`config.mk`:
```
export PLATFORM = sky130hd
export DESIGN_NAME = usb_bus_state_events
export DESIGN_NICKNAME = d
export VERILOG_FILES = /design/src/hdl/usb_bus_state_pkg.sv /design/src/hdl/line_event_if.sv /design/src/hdl/line_monitor.sv /design/src/hdl/irq_bank.sv /design/src/hdl/usb_bus_state_events.sv
export SDC_FILE = /design/constraint.sdc
export NUM_CORES = 1
export LEC_CHECK = 0
export BUFFER_PORTS_ARGS = -buffer_cell sky130_fd_sc_hd__buf_2
export CORE_AREA = 5 5 96 98
export DETAILED_ROUTE_END_ITERATION = 10
export DIE_AREA = 0 0 101 103
export PLACE_DENSITY = 0.8
export SYNTH_ARGS = -nofsm -noshare
export SYNTH_HDL_FRONTEND = slang
export SYNTH_SLANG_ARGS = --single-unit
```
`constraint.sdc`:
```
create_clock -name ref_clk -period 7.4 [get_ports ref_clk]
set_clock_uncertainty 0.15 [all_clocks]
set_input_delay 0.74 -clock ref_clk [delete_from_list [all_inputs] [get_ports ref_clk]]
set_output_delay 0.74 -clock ref_clk [all_outputs]
set_load 0.005 [all_outputs]
```
`src/hdl/usb_bus_state_pkg.sv`:
```
// constants, types and helpers of the usb bus state event logic
// Operation
// - while suspended, any non-idle line state sets the resume flag, bit 7.
// - single-ended zero held 2.5 us sets the bus reset flag, bit 6.
// - 3 ms of continuous idle sets the short suspend flag, bit 4.
// - 5 ms of continuous idle sets the long suspend flag, bit 5; wake allowed.
// - every valid end of packet sets the packet end flag, bit 3.
// - after remote wake-up, the packet end flag marks resume completion by host.
// - reading the bus state event register clears its flags; reserved bits zero.
// - bus state enable bits 7..3 let matching flags set the summary bit.
// - main enable bits 4..0 enable nak, frame, transmit, bus state, warning.
// - summary bit shows any enabled flag set; clears when flags are read.
// - a main event interrupts only if its enable and master bit 7 are one.
package usb_bus_state_pkg;
   localparam int ADDR_W = 12;
   localparam int DATA_W = 32;
   // register indices; byte address is four times the low ten bits of the index
   localparam logic [31:0] MAIN_EVENT_INDEX = 32'h5000180C;
   localparam logic [31:0] MAIN_EVENT_ENABLE_INDEX = 32'h5000180E;
   localparam logic [31:0] BUS_STATE_EVENTS_INDEX = 32'h50001810;
   localparam logic [31:0] BUS_STATE_EVENT_ENABLE_INDEX = 32'h50001812;
   // interrupt registers, byte addresses
   localparam logic [11:0] IRQ_STATUS_ADDR = 12'h060;
   localparam logic [11:0] IRQ_CLEAR_ADDR = 12'h064;
   localparam logic [11:0] IRQ_ENABLE_ADDR = 12'h068;
   // bus state event field: bits 7..3 held as a 5-bit vector
   localparam int BUS_EVENT_LSB = 3;
   localparam int BUS_EVENT_W = 5;
   localparam int RESUME_BIT = 4;
   localparam int RESET_BIT = 3;
   localparam int LONG_SUSPEND_BIT = 2;
   localparam int SHORT_SUSPEND_BIT = 1;
   localparam int PACKET_END_BIT = 0;
   // main event and main enable fields
   localparam int MAIN_ENABLE_W = 12;
   localparam int MASTER_ENABLE_BIT = 7;
   localparam int MAIN_SOURCE_W = 5;
   localparam int NAK_BIT = 4;
   localparam int FRAME_BIT = 3;
   localparam int TRANSMIT_BIT = 2;
   localparam int SUMMARY_BIT = 1;
   localparam int WARNING_BIT = 0;
   // reset values
   localparam logic [MAIN_ENABLE_W-1:0] MAIN_EVENT_ENABLE_RESET = 12'h000;
   localparam logic [BUS_EVENT_W-1:0] BUS_STATE_EVENTS_RESET = 5'h00;
   localparam logic [BUS_EVENT_W-1:0] BUS_STATE_ENABLE_RESET = 5'h00;
   localparam logic [BUS_EVENT_W-1:0] IRQ_ENABLE_RESET = 5'h00;
   // timing
   localparam int CLK_PERIOD_NS = 50;
   localparam int SE0_RESET_NS = 2500;
   localparam int SE0_RESET_CYCLES = (SE0_RESET_NS + CLK_PERIOD_NS - 1) / CLK_PERIOD_NS;
   localparam int SHORT_SUSPEND_MS = 3;
   localparam int LONG_SUSPEND_MS = 5;
   localparam int SHORT_SUSPEND_CYCLES = SHORT_SUSPEND_MS * 1000000 / CLK_PERIOD_NS;
   localparam int LONG_SUSPEND_CYCLES = LONG_SUSPEND_MS * 1000000 / CLK_PERIOD_NS;
   localparam int SE0_CNT_W = 7;
   localparam int IDLE_CNT_W = 17;

   typedef enum logic [1:0] {node_reset, node_resume, node_operational, node_suspend} node_state_e;

   // byte address of a register index
   function automatic logic [ADDR_W-1:0] reg_addr(input logic [31:0] index);
      reg_addr = {index[ADDR_W-3:0], 2'b00};
   endfunction

   // byte-lane merge of a 16-bit register write
   function automatic logic [15:0] lane_merge(input logic [15:0] old_value,
                                              input logic [15:0] wdata,
                                              input logic [1:0] strb);
      lane_merge = {strb[1] ? wdata[15:8] : old_value[15:8],
                    strb[0] ? wdata[7:0] : old_value[7:0]};
   endfunction
endpackage

```
`src/hdl/line_event_if.sv`:
```
// line events passed from the line monitor to the register core
`timescale 1ns/10ps
interface line_event_if;
   logic se0_reset;
   logic short_idle;
   logic long_idle;
   logic packet_end;
   logic non_idle;
   modport monitor (output se0_reset, output short_idle, output long_idle,
                    output packet_end, output non_idle);
   modport core (input se0_reset, input short_idle, input long_idle,
                 input packet_end, input non_idle);
endinterface

```
`src/hdl/line_monitor.sv`:
```
// synchronises the usb line pins and times reset, idle and end of packet
`timescale 1ns/10ps
module line_monitor
   import usb_bus_state_pkg::*;
#(
   parameter int SHORT_CYCLES = SHORT_SUSPEND_CYCLES,
   parameter int LONG_CYCLES = LONG_SUSPEND_CYCLES
) (
   input wire logic ref_clk,
   input wire logic reset,
   input wire logic dp_pin,
   input wire logic dm_pin,
   line_event_if.monitor ev
);
   typedef struct packed {
      logic dp_meta;
      logic dm_meta;
      logic dp_sync;
      logic dm_sync;
      logic [SE0_CNT_W-1:0] se0_count;
      logic [IDLE_CNT_W-1:0] idle_count;
      logic se0_reset;
      logic short_idle;
      logic long_idle;
      logic packet_end;
      logic non_idle;
   } monitor_s;

   monitor_s st;
   monitor_s next_st;
   logic line_j;
   logic line_se0;

   always_comb begin
      next_st = st;
      next_st.dp_meta = dp_pin;
      next_st.dm_meta = dm_pin;
      next_st.dp_sync = st.dp_meta;
      next_st.dm_sync = st.dm_meta;
      line_j = st.dp_sync & ~st.dm_sync;
      line_se0 = ~st.dp_sync & ~st.dm_sync;
      next_st.se0_reset = 1'b0;
      next_st.short_idle = 1'b0;
      next_st.long_idle = 1'b0;
      next_st.packet_end = 1'b0;
      next_st.non_idle = ~line_j;
      if (line_se0) begin
         if (st.se0_count != SE0_CNT_W'(SE0_RESET_CYCLES)) begin
            next_st.se0_count = st.se0_count + 1'b1;
         end
         next_st.se0_reset = (st.se0_count == SE0_CNT_W'(SE0_RESET_CYCLES - 1));
      end else begin
         next_st.se0_count = '0;
         // short single-ended zero followed by idle is a valid end of packet
         next_st.packet_end = line_j && (st.se0_count != '0)
                              && (st.se0_count < SE0_CNT_W'(SE0_RESET_CYCLES));
      end
      if (line_j) begin
         if (st.idle_count != IDLE_CNT_W'(LONG_CYCLES)) begin
            next_st.idle_count = st.idle_count + 1'b1;
         end
         next_st.short_idle = (st.idle_count == IDLE_CNT_W'(SHORT_CYCLES - 1));
         next_st.long_idle = (st.idle_count == IDLE_CNT_W'(LONG_CYCLES - 1));
      end else begin
         next_st.idle_count = '0;
      end
   end

   always_ff @(posedge ref_clk or posedge reset) begin
      if (reset) begin
         // sync flops start at the idle j level, so release shows no false packet end
         st <= '0;
         st.dp_meta <= 1'b1;
         st.dp_sync <= 1'b1;
      end else begin
         st <= next_st;
      end
   end

   assign ev.se0_reset = st.se0_reset;
   assign ev.short_idle = st.short_idle;
   assign ev.long_idle = st.long_idle;
   assign ev.packet_end = st.packet_end;
   assign ev.non_idle = st.non_idle;
endmodule

```
`src/hdl/irq_bank.sv`:
```
// sticky interrupt status with enable and write-one-to-clear
`timescale 1ns/10ps
module irq_bank
   import usb_bus_state_pkg::*;
(
   input wire logic ref_clk,
   input wire logic reset,
   input wire logic [BUS_EVENT_W-1:0] event_set,
   input wire logic clear_we,
   input wire logic [BUS_EVENT_W-1:0] clear_bits,
   input wire logic enable_we,
   input wire logic [BUS_EVENT_W-1:0] enable_bits,
   output logic [BUS_EVENT_W-1:0] status,
   output logic [BUS_EVENT_W-1:0] enable,
   output logic irq
);
   typedef struct packed {
      logic [BUS_EVENT_W-1:0] status;
      logic [BUS_EVENT_W-1:0] enable;
      logic irq;
   } irq_s;

   irq_s st;
   irq_s next_st;

   always_comb begin
      next_st = st;
      if (clear_we) begin
         next_st.status = st.status & ~clear_bits;
      end
      next_st.status = next_st.status | event_set;
      if (enable_we) begin
         next_st.enable = enable_bits;
      end
      next_st.irq = |(next_st.status & next_st.enable);
   end

   always_ff @(posedge ref_clk or posedge reset) begin
      if (reset) begin
         st <= {BUS_STATE_EVENTS_RESET, IRQ_ENABLE_RESET, 1'b0};
      end else begin
         st <= next_st;
      end
   end

   assign status = st.status;
   assign enable = st.enable;
   assign irq = st.irq;
endmodule

```
`src/hdl/usb_bus_state_events.sv`:
```
// usb bus state event, mask and main interrupt logic with apb register port
//
// Decided for this implementation: the APB slave port.
`timescale 1ns/10ps
module usb_bus_state_events
   import usb_bus_state_pkg::*;
#(
   parameter int SHORT_CYCLES = SHORT_SUSPEND_CYCLES,
   parameter int LONG_CYCLES = LONG_SUSPEND_CYCLES
) (
   input wire logic ref_clk,
   input wire logic reset,
   input wire logic psel,
   input wire logic penable,
   input wire logic pwrite,
   input wire logic [ADDR_W-1:0] paddr,
   input wire logic [DATA_W-1:0] pwdata,
   input wire logic [3:0] pstrb,
   output logic [DATA_W-1:0] prdata,
   output logic pready,
   output logic pslverr,
   input wire logic dp_pin,
   input wire logic dm_pin,
   input wire logic [1:0] node_function_state,
   input wire logic nak_summary,
   input wire logic frame_event,
   input wire logic transmit_summary,
   input wire logic fifo_warning_event,
   output logic usb_interrupt,
   output logic event_interrupt,
   output logic wakeup_allowed,
   output logic wakeup_pending
);
   typedef struct packed {
      logic [MAIN_ENABLE_W-1:0] main_event_enable;
      logic [BUS_EVENT_W-1:0] bus_state_event_enable;
      logic [BUS_EVENT_W-1:0] bus_state_events;
      logic [DATA_W-1:0] rd_data;
      logic [BUS_EVENT_W-1:0] rd_clear;
      logic rd_error;
      logic main_irq;
      logic wake_allowed;
      logic wake_pending;
   } core_s;

   core_s st;
   core_s next_st;

   line_event_if line_ev ();

   logic setup_phase;
   logic access_phase;
   logic hit_main;
   logic hit_main_enable;
   logic hit_events;
   logic hit_event_enable;
   logic hit_irq_status;
   logic hit_irq_clear;
   logic hit_irq_enable;
   logic hit_any;
   logic [BUS_EVENT_W-1:0] event_set;
   logic [BUS_EVENT_W-1:0] irq_status;
   logic [BUS_EVENT_W-1:0] irq_enable;
   logic summary;
   logic [MAIN_SOURCE_W-1:0] main_events;
   logic [15:0] main_enable_merged;
   logic [15:0] event_enable_merged;
   logic [15:0] irq_enable_merged;
   node_state_e node_state;

   line_monitor #(
      .SHORT_CYCLES(SHORT_CYCLES),
      .LONG_CYCLES(LONG_CYCLES)
   ) u_line_monitor (
      .ref_clk(ref_clk),
      .reset(reset),
      .dp_pin(dp_pin),
      .dm_pin(dm_pin),
      .ev(line_ev.monitor)
   );

   // address decode
   always_comb begin
      setup_phase = psel & ~penable;
      access_phase = psel & penable;
      hit_main = (paddr == reg_addr(MAIN_EVENT_INDEX));
      hit_main_enable = (paddr == reg_addr(MAIN_EVENT_ENABLE_INDEX));
      hit_events = (paddr == reg_addr(BUS_STATE_EVENTS_INDEX));
      hit_event_enable = (paddr == reg_addr(BUS_STATE_EVENT_ENABLE_INDEX));
      hit_irq_status = (paddr == IRQ_STATUS_ADDR);
      hit_irq_clear = (paddr == IRQ_CLEAR_ADDR);
      hit_irq_enable = (paddr == IRQ_ENABLE_ADDR);
      hit_any = hit_main | hit_main_enable | hit_events | hit_event_enable
                | hit_irq_status | hit_irq_clear | hit_irq_enable;
   end

   // event sources, summary and main event word
   always_comb begin
      node_state = node_state_e'(node_function_state);
      event_set = '0;
      event_set[RESUME_BIT] = (node_state == node_suspend) & line_ev.non_idle;
      event_set[RESET_BIT] = line_ev.se0_reset;
      event_set[LONG_SUSPEND_BIT] = line_ev.long_idle;
      event_set[SHORT_SUSPEND_BIT] = line_ev.short_idle;
      event_set[PACKET_END_BIT] = line_ev.packet_end;
      summary = |(st.bus_state_events & st.bus_state_event_enable);
      main_events = '0;
      main_events[NAK_BIT] = nak_summary;
      main_events[FRAME_BIT] = frame_event;
      main_events[TRANSMIT_BIT] = transmit_summary;
      main_events[SUMMARY_BIT] = summary;
      main_events[WARNING_BIT] = fifo_warning_event;
      main_enable_merged = lane_merge({4'h0, st.main_event_enable}, pwdata[15:0], pstrb[1:0]);
      event_enable_merged = lane_merge({8'h00, st.bus_state_event_enable, 3'h0},
                                       pwdata[15:0], pstrb[1:0]);
      irq_enable_merged = lane_merge({8'h00, irq_enable, 3'h0}, pwdata[15:0], pstrb[1:0]);
   end

   irq_bank u_irq_bank (
      .ref_clk(ref_clk),
      .reset(reset),
      .event_set(event_set & ~st.bus_state_events),
      .clear_we(access_phase & pwrite & hit_irq_clear & pstrb[0]),
      .clear_bits(pwdata[BUS_EVENT_LSB +: BUS_EVENT_W]),
      .enable_we(access_phase & pwrite & hit_irq_enable),
      .enable_bits(irq_enable_merged[BUS_EVENT_LSB +: BUS_EVENT_W]),
      .status(irq_status),
      .enable(irq_enable),
      .irq(event_interrupt)
   );

   always_comb begin
      next_st = st;
      // read data is captured in the setup cycle; the access phase returns it
      if (setup_phase) begin
         next_st.rd_data = '0;
         next_st.rd_clear = '0;
         next_st.rd_error = ~hit_any;
         if (!pwrite) begin
            if (hit_main) begin
               next_st.rd_data[MAIN_SOURCE_W-1:0] = main_events;
            end
            if (hit_main_enable) begin
               next_st.rd_data[MAIN_ENABLE_W-1:0] = st.main_event_enable;
            end
            if (hit_events) begin
               // only the flags returned are cleared, so later events survive
               next_st.rd_data[BUS_EVENT_LSB +: BUS_EVENT_W] = st.bus_state_events;
               next_st.rd_clear = st.bus_state_events;
            end
            if (hit_event_enable) begin
               next_st.rd_data[BUS_EVENT_LSB +: BUS_EVENT_W] = st.bus_state_event_enable;
            end
            if (hit_irq_status) begin
               next_st.rd_data[BUS_EVENT_LSB +: BUS_EVENT_W] = irq_status;
            end
            if (hit_irq_enable) begin
               next_st.rd_data[BUS_EVENT_LSB +: BUS_EVENT_W] = irq_enable;
            end
         end
      end
      // clearing read of the flags; a new event wins over the clear
      if (access_phase && !pwrite && hit_events) begin
         next_st.bus_state_events = st.bus_state_events & ~st.rd_clear;
      end
      next_st.bus_state_events = next_st.bus_state_events | event_set;
      if (access_phase && pwrite) begin
         if (hit_main_enable) begin
            next_st.main_event_enable = main_enable_merged[MAIN_ENABLE_W-1:0];
         end
         if (hit_event_enable) begin
            next_st.bus_state_event_enable =
               event_enable_merged[BUS_EVENT_LSB +: BUS_EVENT_W];
         end
      end
      next_st.main_irq = st.main_event_enable[MASTER_ENABLE_BIT]
                         & |(main_events & st.main_event_enable[MAIN_SOURCE_W-1:0]);
      // remote wake-up bookkeeping
      if (line_ev.long_idle) begin
         next_st.wake_allowed = 1'b1;
      end else if (line_ev.non_idle && !st.wake_pending) begin
         next_st.wake_allowed = 1'b0;
      end
      if (node_state == node_resume && st.wake_allowed) begin
         next_st.wake_pending = 1'b1;
      end else if (line_ev.packet_end) begin
         next_st.wake_pending = 1'b0;
         next_st.wake_allowed = 1'b0;
      end
   end

   always_ff @(posedge ref_clk or posedge reset) begin
      if (reset) begin
         st.main_event_enable <= MAIN_EVENT_ENABLE_RESET;
         st.bus_state_event_enable <= BUS_STATE_ENABLE_RESET;
         st.bus_state_events <= BUS_STATE_EVENTS_RESET;
         st.rd_data <= '0;
         st.rd_clear <= '0;
         st.rd_error <= 1'b0;
         st.main_irq <= 1'b0;
         st.wake_allowed <= 1'b0;
         st.wake_pending <= 1'b0;
      end else begin
         st <= next_st;
      end
   end

   assign prdata = st.rd_data;
   assign pready = access_phase;
   assign pslverr = access_phase & st.rd_error;
   assign usb_interrupt = st.main_irq;
   assign wakeup_allowed = st.wake_allowed;
   assign wakeup_pending = st.wake_pending;
endmodule

```
==> run_results.csv, run 1 <==
group,metric,value,unit
outcome,status,"finished clean",
placement,dpl_worst_slack,4.19,ns
final_layout,multiInputGateArea,2020,µm²
cts,clkLatencyLatePin,0.36,ns
cts,postCtsSetupBuffers,0,
cts,htreeDepth,3,
timing,setup_viol,0,
timing,period_share,0.385,
floorplanning,start_util,0.532,
detailed_routing,final_antenna_net_count,0,
critical_path,crit_fanout,9,
final_layout,antennaDiodeCount,0,
pwr,vdd_drop_max,0.109,mV
global_route,grt_antenna_before_repair,0,
logic_synthesis,syn_inst,422,
logic_synthesis,ys_ff_latch,87,
timing,period_needed,2.85,ns
global_route,gr-total-overflow,0,
global_route,grt_first_pass_wirelength,15.0,mm
placement,port_buffers,56,
critical_path,criticalPathCategory,"in2reg",
logic_synthesis,synth_async_sr_flop_share,1.00,
timing,finalMaxSlewViolations,0,
timing,postLayoutSetupSlackWorst,4.55,ns
cts,cts-hold-fix-buffers,0,
floorplanning,die_h,103,µm
critical_path,cp_data_required_time,7.50,ns
global_route,grt_use_total,0.185,
cts,cts_resized,0,
cts,cts.path.max_buffers,2,
floorplanning,ios,99,
job,drv_cap,0,
detailed_routing,route.detailed.drc,0,
final_layout,nFillCells,726,
critical_path,critPathLaunchType,"primary input",
logic_synthesis,yosysUniqueCellTypes,59,
logic_synthesis,syn_area_per_cell,10.6,µm²
logic_synthesis,syn_area,4450,µm²
timing,tightest_slew,1.06,ns
pwr,power_leakage,2.25,nW
global_route,grt_pass1_vias,3130,
detailed_routing,route.vias.total,3242,
pwr,powerDensity,178,nW/µm²
floorplanning,core-area,8380,µm²
detailed_routing,drtPass1Iterations,5,
final_layout,regArea,2180,µm²
final_layout,mostFrequentLayoutCells,"dfrtp_1, buf_2, nand2_1",
global_route,grt_max_degree,88,
placement,post_dp_cell_area,4670,µm²
logic_synthesis,yosysSeqAreaShare,0.489,
critical_path,endpoint_kind,"register",
final_layout,final_common_cell,"dfrtp_1",
timing,hold-worst-slack,0.206,ns
timing,setup_tns,0,ns
timing,max_slew_margin,0.293,
logic_synthesis,synth_edf_count,0,
critical_path,arrival,2.95,ns
placement,dp_hpwl,6.73,mm
detailed_routing,drt_first_iter_violations,189,
final_layout,fin_area,4870,µm²
timing,finalHoldViolCount,0,
cts,cts_root_buf,"clkbuf_8",
floorplanning,dieArea,10400,µm²
detailed_routing,wl_per_cell,16.1,µm
detailed_routing,viasPerCell,5.59,
min_path,min_path_type,"reg2reg",
cts,cts_made_buffers,9,
logic_synthesis,yosys_most_used_dff,"dfrtp_1",
timing,rsz0062_at_grt,"no",
cts,clock-sinks,87,
final_layout,final_util,0.581,
cts,cts.clk_slew.worst_paths,0.09,ns
logic_synthesis,synth-warning-count,0,
final_layout,fin_nets,534,
cts,cts_tree,"done",
placement,place_congestion,0.932,
detailed_routing,wirelength,9.34,mm
final_layout,drive_above_1_share,0.216,
floorplanning,die-width,101,µm
timing,max_freq,351,MHz
floorplanning,rows,34,
final_layout,synthToLayoutAreaGrowth,9.27,%
-- final timing paths --
path	from	end	slack, ns	cells after the start
worst max-delay path	paddr[1]	u_irq_bank.irq	4.55	7
worst min-delay path	u_line_monitor.next_st[29]	u_line_monitor.st[29]	0.21	0
worst max register to register	u_line_monitor.st[5]	u_line_monitor.st[21]	5.42	6
worst min register to register	u_line_monitor.next_st[29]	u_line_monitor.st[29]	0.21	0
max in group asynchronous	reset	u_line_monitor.st[26]	5.87	3
min in group asynchronous	reset	u_irq_bank.irq	0.56	3
-- worst max-delay path, stage by stage --
cell     delay, ns
buf_2         0.11
nor4_4        0.54
nand4_1       0.28
nor2_2        0.26
mux2_2        0.38
a221o_1       0.35
a221o_1       0.28
-- area by class of cell --
type	instances	area share
Timing Repair Buffer	57	0.0591
Inverter	13	0.0103
Tap cell	108	0.0278
Clock buffer	9	0.0254
Clock inverter	7	0.0152
Multi-Input combinational cell	299	0.414
Sequential cell	87	0.448
-- metal layers --
layer	global-route usage	wire length, µm
met1	0.231	3880
met2	0.319	4770
met3	0.0528	606
met4	0.0481	91
met5	0	0
-- through the flow --
| step | std cells | total power [W] |
|---|---|---|
| 2_1_floorplan | 441 | 0.000531 |
| 3_3_place_gp | 564 | 0.000545 |
| 3_5_place_dp | 564 | 0.000547 |
| 4_1_cts | 580 | 0.000878 |
| 5_1_grt | 580 | 0.000908 |
| 6_report | 580 | 0.000868 |
-- cell families (layout without fill, tap and decap cells) --
logic type      after synthesis  after routing  synth area share
mux                          24             24            0.0635
compound gates               72             72             0.115
buf+inv                      55             86            0.0739
flops                        87             87             0.489
xor+xnor                     19             19            0.0374
other cells                   1             20          0.000842
fa+ha+maj                     6              6            0.0169
simple gates                158            158             0.204
-- flip-flops by register name, summed over array words and instances (netlist names) --
name,flops
u_irq_bank.enable,5
u_line_monitor.ev.non_idle,1
wakeup_pending,1
wakeup_allowed,1
usb_interrupt,1
u_line_monitor.ev.se0_reset,1
u_line_monitor.ev.long_idle,1
u_irq_bank.irq,1
u_line_monitor.next_st,2
u_line_monitor.ev.short_idle,1
u_line_monitor.st,26
st,28
u_line_monitor.ev.packet_end,1
prdata,12
u_irq_bank.status,5
-- cell usage after synthesis (2+ instances only) --
| cell type | number | area, µm² |
|---|---|---|
| nand2b_1 | 8 | 50.1 |
| mux2_4 | 4 | 60.1 |
| nand4_1 | 8 | 50.1 |
| clkbuf_1 | 7 | 26.3 |
| buf_4 | 32 | 240 |
| nor2b_1 | 3 | 18.8 |
| or2_2 | 2 | 12.5 |
| o21ai_0 | 10 | 50.1 |
| and4_1 | 5 | 43.8 |
| a21oi_1 | 13 | 65.1 |
| o21ai_1 | 8 | 40.0 |
| nor4b_2 | 2 | 30.0 |
| mux2_2 | 6 | 67.6 |
| mux2i_1 | 2 | 20.0 |
| ha_1 | 6 | 75.1 |
| a222oi_1 | 3 | 30.0 |
| o2111ai_1 | 2 | 17.5 |
| a22o_1 | 14 | 123 |
| a21o_1 | 6 | 45.0 |
| buf_2 | 2 | 10.0 |
| dfstp_2 | 2 | 52.6 |
| and3_1 | 4 | 25.0 |
| nand2_1 | 38 | 143 |
| and2_1 | 3 | 18.8 |
| a221o_1 | 2 | 20.0 |
| mux2_1 | 12 | 135 |
| nand3b_1 | 2 | 15.0 |
| nor4_1 | 9 | 56.3 |
| nor4_4 | 2 | 42.5 |
| xor2_1 | 12 | 105 |
| nand3_1 | 18 | 90.1 |
| a22oi_1 | 4 | 30.0 |
| nor3_1 | 7 | 35.0 |
| a221oi_1 | 4 | 35.0 |
| xnor2_1 | 7 | 61.3 |
| or3_1 | 3 | 18.8 |
| nor2_1 | 32 | 120 |
| inv_1 | 13 | 48.8 |
| dfrtp_1 | 85 | 2130 |
-- power breakdown --
part / switching (W) / leakage, nW / total, W / internal [W]
registers: 0.00000400 / 1.17 / 0.000484 / 0.000480
clock network: 0.000175 / 0.0875 / 0.000331 / 0.000156
logic: 0.0000371 / 0.997 / 0.0000538 / 0.0000167
Note: power is estimated with default switching activity, not from simulation.
==> inputs of run 2 (changes only) <==
- CORE_AREA: 5 5 96 98 -> 5 5 102 104
- DIE_AREA: 0 0 101 103 -> 0 0 107 109
- PLACE_DENSITY: 0.8 -> 0.75
- clock period: 7.4 -> 2.3 ns (I/O delays scaled with it)
==> run 2 against run 1 <==
Critical endpoint is now u_line_monitor.st[19]. Via count grew 4.6%. Largest cell class unchanged. Die area grew 12%. Combinational power grew to 3.8 times the previous value. Clock power grew to 3.0 times the previous value. Final cell count grew 6.2%. Critical path type is now reg2reg. Wire length grew 3.6%. Sequential share of layout area shrank 2.4 points. Sequential power grew to 3.2 times the previous value. Cell area grew 5.7%.
==> run_results.csv, run 2 (synthesized netlist as in run 1, its figures left out) <==
group,metric,value,unit
outcome,status,"finished clean",
critical_path,rr_startpoint,"u_line_monitor.st[5]",
final_layout,final_util,0.544,
cts,cts_made_buffers,9,
final_layout,fin_nets,564,
final_layout,final_common_cell,"dfrtp_1",
pwr,pwr-share-comb,0.075,
final_layout,synthToLayoutAreaGrowth,15.4,%
global_route,grt_pass1_vias,3443,
cts,cts_root_buf,"clkbuf_8",
pwr,switchingPower,0.000723,W
critical_path,crit_family,"simple AND/OR/NAND/NOR gates",
job,drv_cap,0,
detailed_routing,wl_per_cell,15.7,µm
critical_path,cp-startpoint,"u_line_monitor.st[5]",
final_layout,drive_above_1_share,0.239,
floorplanning,die-width,107,µm
detailed_routing,route.vias.total,3392,
final_layout,largest_reg_flops,28,
cts,cts_tree,"done",
critical_path,criticalPathCategory,"reg2reg",
cts,clkLatencyLatePin,0.36,ns
pwr,power_leakage,2.40,nW
critical_path,critPathLaunchType,"register",
critical_path,crit_slowest_cell,"dfrtp_1",
placement,port_buffers,56,
final_layout,nFillCells,841,
placement,post_dp_cell_area,4840,µm²
floorplanning,core-area,9460,µm²
detailed_routing,final_antenna_net_count,0,
final_layout,antennaDiodeCount,0,
global_route,gr-total-overflow,0,
floorplanning,die_h,109,µm
pwr,vdd_drop_max,0.353,mV
min_path,min_path_type,"in2reg",
timing,finalHoldViolCount,0,
detailed_routing,drtPass1Iterations,5,
placement,dp_hpwl,7.41,mm
floorplanning,ios,99,
timing,max_freq,511,MHz
pwr,powerDensity,535,nW/µm²
timing,period_share,0.851,
cts,clock-sinks,87,
critical_path,endpoint_kind,"register",
critical_path,worstPathCellList,"ha_1 > nand4_1 > nor3_1 > nand4_1 > xor2_1 > nor2_1",
timing,setup_viol,0,
critical_path,rrSetupSlack,0.34,ns
floorplanning,start_util,0.471,
pwr,power_frac_seq,0.566,
critical_path,critical_path_buf_inv_count,0,
timing,max_slew_margin,0.621,
final_layout,mostFrequentLayoutCells,"dfrtp_1, buf_2, nand2_1",
critical_path,arrival,2.03,ns
placement,place_congestion,0.861,
placement,dpl_worst_slack,0.0432,ns
cts,htreeDepth,3,
floorplanning,dieArea,11700,µm²
min_path,min_from,"node_function_state[0]",
critical_path,cp_data_required_time,2.38,ns
floorplanning,rows,36,
timing,tightest_slew,0.563,ns
critical_path,slowest_delay,0.43,ns
timing,hold-worst-slack,0.0274,ns
global_route,grt_max_degree,56,
global_route,grt_antenna_before_repair,0,
timing,postLayoutSetupSlackWorst,0.342,ns
timing,period_needed,1.96,ns
detailed_routing,drt_first_iter_violations,179,
timing,finalMaxSlewViolations,0,
global_route,grt_first_pass_wirelength,16.4,mm
timing,rsz0062_at_grt,"no",
critical_path,crit_top_cell,"nand4_1",
timing,setup_tns,0,ns
global_route,grt_use_total,0.177,
critical_path,crit_fanout,6,
pwr,p_sw_frac,0.263,
detailed_routing,wirelength,9.68,mm
detailed_routing,route.detailed.drc,0,
final_layout,fin_area,5140,µm²
pwr,clockPowerShare,0.359,
pwr,p_int,0.00203,W
cts,cts.clk_slew.worst_paths,0.09,ns
final_layout,regMostFlops,"st",
detailed_routing,viasPerCell,5.51,
cts,cts.path.max_buffers,2,
run 2: changes by cell type in the layout (fill, tap and decap cells not counted):
cell	previous run	this run
buf_12	0	1
buf_4	1	18
bufinv_16	1	0
clkinv_2	2	0
clkinv_4	1	4
clkinvlp_4	4	3
dlygate4sd3_1	0	12
inv_6	0	1
mux2_2	6	4
mux2_4	4	6
nor2_2	1	0
nor2_4	1	2
run 2: worst paths after layout:
kind / endpoint / cells past startpoint
setup / recovery: u_line_monitor.st[19] / 6
hold / removal: wakeup_allowed / 3
setup reg to reg: u_line_monitor.st[19] / 6
hold reg to reg: u_line_monitor.st[29] / 0
max in group asynchronous: prdata[1] / 4
min in group asynchronous: u_line_monitor.st[27] / 3
run 2: power by group through the flow:
stage / combinational, W / sequential (W) / clock [W]
6_report: 0.000207 / 0.00156 / 0.000987
2_1_floorplan: 0.000126 / 0.00158 / 0
3_3_place_gp: 0.000185 / 0.00159 / 0
3_5_place_dp: 0.000191 / 0.00159 / 0
4_1_cts: 0.000208 / 0.00156 / 0.00102
5_1_grt: 0.000235 / 0.00156 / 0.00110
run 2: final cells by class:
cell class,instances,area [µm²],area share
clock buffers,9,124,0.0241
clock inverters,7,58.8,0.0114
inverters,13,52.6,0.0102
multi-input cells,299,2030,0.395
flip-flops and latches,87,2180,0.424
well taps,114,143,0.0277
repair buffers,87,556,0.108
run 2: worst register-to-register path, cell delays in order (launching register included):
cell,delay [ns]
dfrtp_1,0.43
ha_1,0.23
nand4_1,0.24
nor3_1,0.40
nand4_1,0.16
xor2_1,0.17
nor2_1,0.05
run 2: metal layers:
layer / GRT usage / share of wire
met5: 0 / 0
met4: 0.0511 / 0.011
met3: 0.0450 / 0.054
met2: 0.298 / 0.50
met1: 0.229 / 0.44
run 2: repair_timing:
action / CTS / global route
endpoints found under the hold margin: 28 / 0
hold buffers: 12 / 0
resized for setup: 0 / 0
setup buffers: 0 / 0
run 2: stage by stage:
stage / total power, W / std cells
finish: 0.00275 / 616
global route: 0.00289 / 616
CTS: 0.00279 / 616
detailed placement: 0.00178 / 588
global placement: 0.00177 / 588
floorplan: 0.00171 / 441
==> inputs of run 3 (changes only) <==
- HOLD_SLACK_MARGIN: default -> 0.05
==> run 3 against run 2 <==
Power grew 0.46%. Highest routed layer unchanged. Cell area grew 1.9%. Largest power group unchanged. Critical path type unchanged. Wire length grew 1.8%.
==> run_results.csv, run 3 (synthesized netlist as in run 1, its figures left out) <==
group,metric,value,unit
timing,rsz0062_at_grt,"no",
global_route,gr-total-overflow,0,
floorplanning,core-area,9460,µm²
pwr,p_total,0.00276,W
final_layout,nFillCells,823,
critical_path,arrival,2.06,ns
global_route,grt_antenna_before_repair,0,
placement,place_congestion,0.861,
critical_path,critPathLaunchType,"register",
cts,cts_root_buf,"clkbuf_8",
critical_path,crit_fanout,6,
placement,port_buffers,56,
critical_path,cp-startpoint,"u_line_monitor.st[5]",
placement,dpl_worst_slack,0.0432,ns
detailed_routing,drt_first_iter_violations,182,
detailed_routing,drtPass1Iterations,5,
floorplanning,die_h,109,µm
job,drv_cap,0,
critical_path,r2r_end,"u_line_monitor.st[21]",
timing,hold-worst-slack,0.0849,ns
critical_path,rr_worst_depth,6,
cts,cts_made_buffers,9,
final_layout,final_common_cell,"dfrtp_1",
timing,setup_viol,0,
floorplanning,dieArea,11700,µm²
timing,max_freq,503,MHz
timing,max_slew_margin,0.627,
global_route,grt_use_total,0.180,
global_route,grt_pass1_vias,3490,
cts,cts_tree,"done",
critical_path,crit_end,"u_line_monitor.st[21]",
critical_path,criticalPathCategory,"reg2reg",
cts,clkLatencyLatePin,0.36,ns
pwr,power_leakage,2.43,nW
timing,postLayoutSetupSlackWorst,0.313,ns
cts,cts.clk_slew.worst_paths,0.09,ns
critical_path,worstPathCellList,"ha_1 > nand4_1 > nor3_1 > nand3_1 > xor2_1 > nor2_1",
detailed_routing,wirelength,9.86,mm
floorplanning,start_util,0.471,
critical_path,crit_slowest_cell,"dfrtp_1",
critical_path,critical_path_buf_inv_count,0,
final_layout,final_util,0.554,
cts,clock-sinks,87,
min_path,min_path_type,"in2reg",
detailed_routing,final_antenna_net_count,0,
final_layout,drive_above_1_share,0.234,
detailed_routing,route.vias.total,3448,
global_route,grt_max_degree,56,
timing,finalHoldViolCount,0,
critical_path,slowest_delay,0.43,ns
timing,period_share,0.864,
final_layout,synthToLayoutAreaGrowth,17.7,%
floorplanning,ios,99,
detailed_routing,route.detailed.drc,0,
cts,cts.path.max_buffers,2,
timing,period_needed,1.99,ns
cts,postCtsSetupBuffers,0,
cts,cts_resized,0,
global_route,grt_first_pass_wirelength,16.7,mm
critical_path,rr_startpoint,"u_line_monitor.st[5]",
detailed_routing,wl_per_cell,15.7,µm
cts,htreeDepth,3,
pwr,vdd_drop_max,0.353,mV
pwr,powerDensity,527,nW/µm²
critical_path,cp_data_required_time,2.38,ns
floorplanning,rows,36,
outcome,status,"finished clean",
critical_path,path_depth,6,
final_layout,antennaDiodeCount,0,
placement,dp_hpwl,7.41,mm
critical_path,rrSetupSlack,0.31,ns
final_layout,regMostFlops,"st",
final_layout,fin_nets,574,
floorplanning,die-width,107,µm
critical_path,endpoint_kind,"register",
final_layout,largest_reg_flops,28,
timing,tightest_slew,0.554,ns
detailed_routing,viasPerCell,5.51,
final_layout,mostFrequentLayoutCells,"dfrtp_1, buf_2, nand2_1",
timing,setup_tns,0,ns
timing,finalMaxSlewViolations,0,
critical_path,crit_family,"simple AND/OR/NAND/NOR gates",
==> run 3: cell count changes in the layout (fill, tap and decap cells not counted) <==
cell	delta
dlygate4sd3_1	+10
==> run 3: layout make-up <==
| type | count | area (µm²) | area share |
|---|---|---|---|
| Timing Repair Buffer | 97 | 656 | 0.125 |
| Clock inverter | 7 | 58.8 | 0.0112 |
| Tap cell | 114 | 143 | 0.0272 |
| Inverter | 13 | 52.6 | 0.0100 |
| Clock buffer | 9 | 124 | 0.0236 |
| Sequential cell | 87 | 2180 | 0.416 |
| Multi-Input combinational cell | 299 | 2030 | 0.387 |
==> run 3: repair_timing <==
action                     CTS  global route
setup endpoints to repair    0             0
hold endpoints to repair   119             0
hold buffers                22             0
==> run 3: worst min path at each step <==
stage | end | cells past startpoint | slack [ns] | startpoint
finish | st[3] | 3 | 0.08 | penable
global route | st[3] | 3 | 0.09 | penable
CTS | st[3] | 3 | 0.07 | penable
detailed placement | u_line_monitor.st[27] | 2 | 0.06 | reset
global placement | u_line_monitor.st[26] | 2 | 0.05 | reset
floorplan | u_line_monitor.next_st[30] | 0 | 0.08 | dp_pin
==> run 3: through the flow <==
stage / std cells / area (µm²)
finish: 626 / 5240
global route: 626 / 5240
CTS: 626 / 5240
detailed placement: 588 / 4840
global placement: 588 / 4840
floorplan: 441 / 4540
==> run 3: layer usage <==
| layer | track usage | wire (µm) |
|---|---|---|
| met1 | 0.232 | 4220 |
| met2 | 0.307 | 4950 |
| met3 | 0.0403 | 568 |
| met4 | 0.0548 | 123 |
| met5 | 0 | 0 |
==> run 3: report_power, final <==
part	internal, W	switching, W
Clock	0.000403	0.000585
Sequential	0.00154	0.0000131
Combinational	0.0000900	0.000128
Total	0.00204	0.000726
==> run 3: worst min-delay path, cell delays in order <==
cell,delay (ns)
buf_2,0.11
nor2b_1,0.09
a21oi_1,0.13
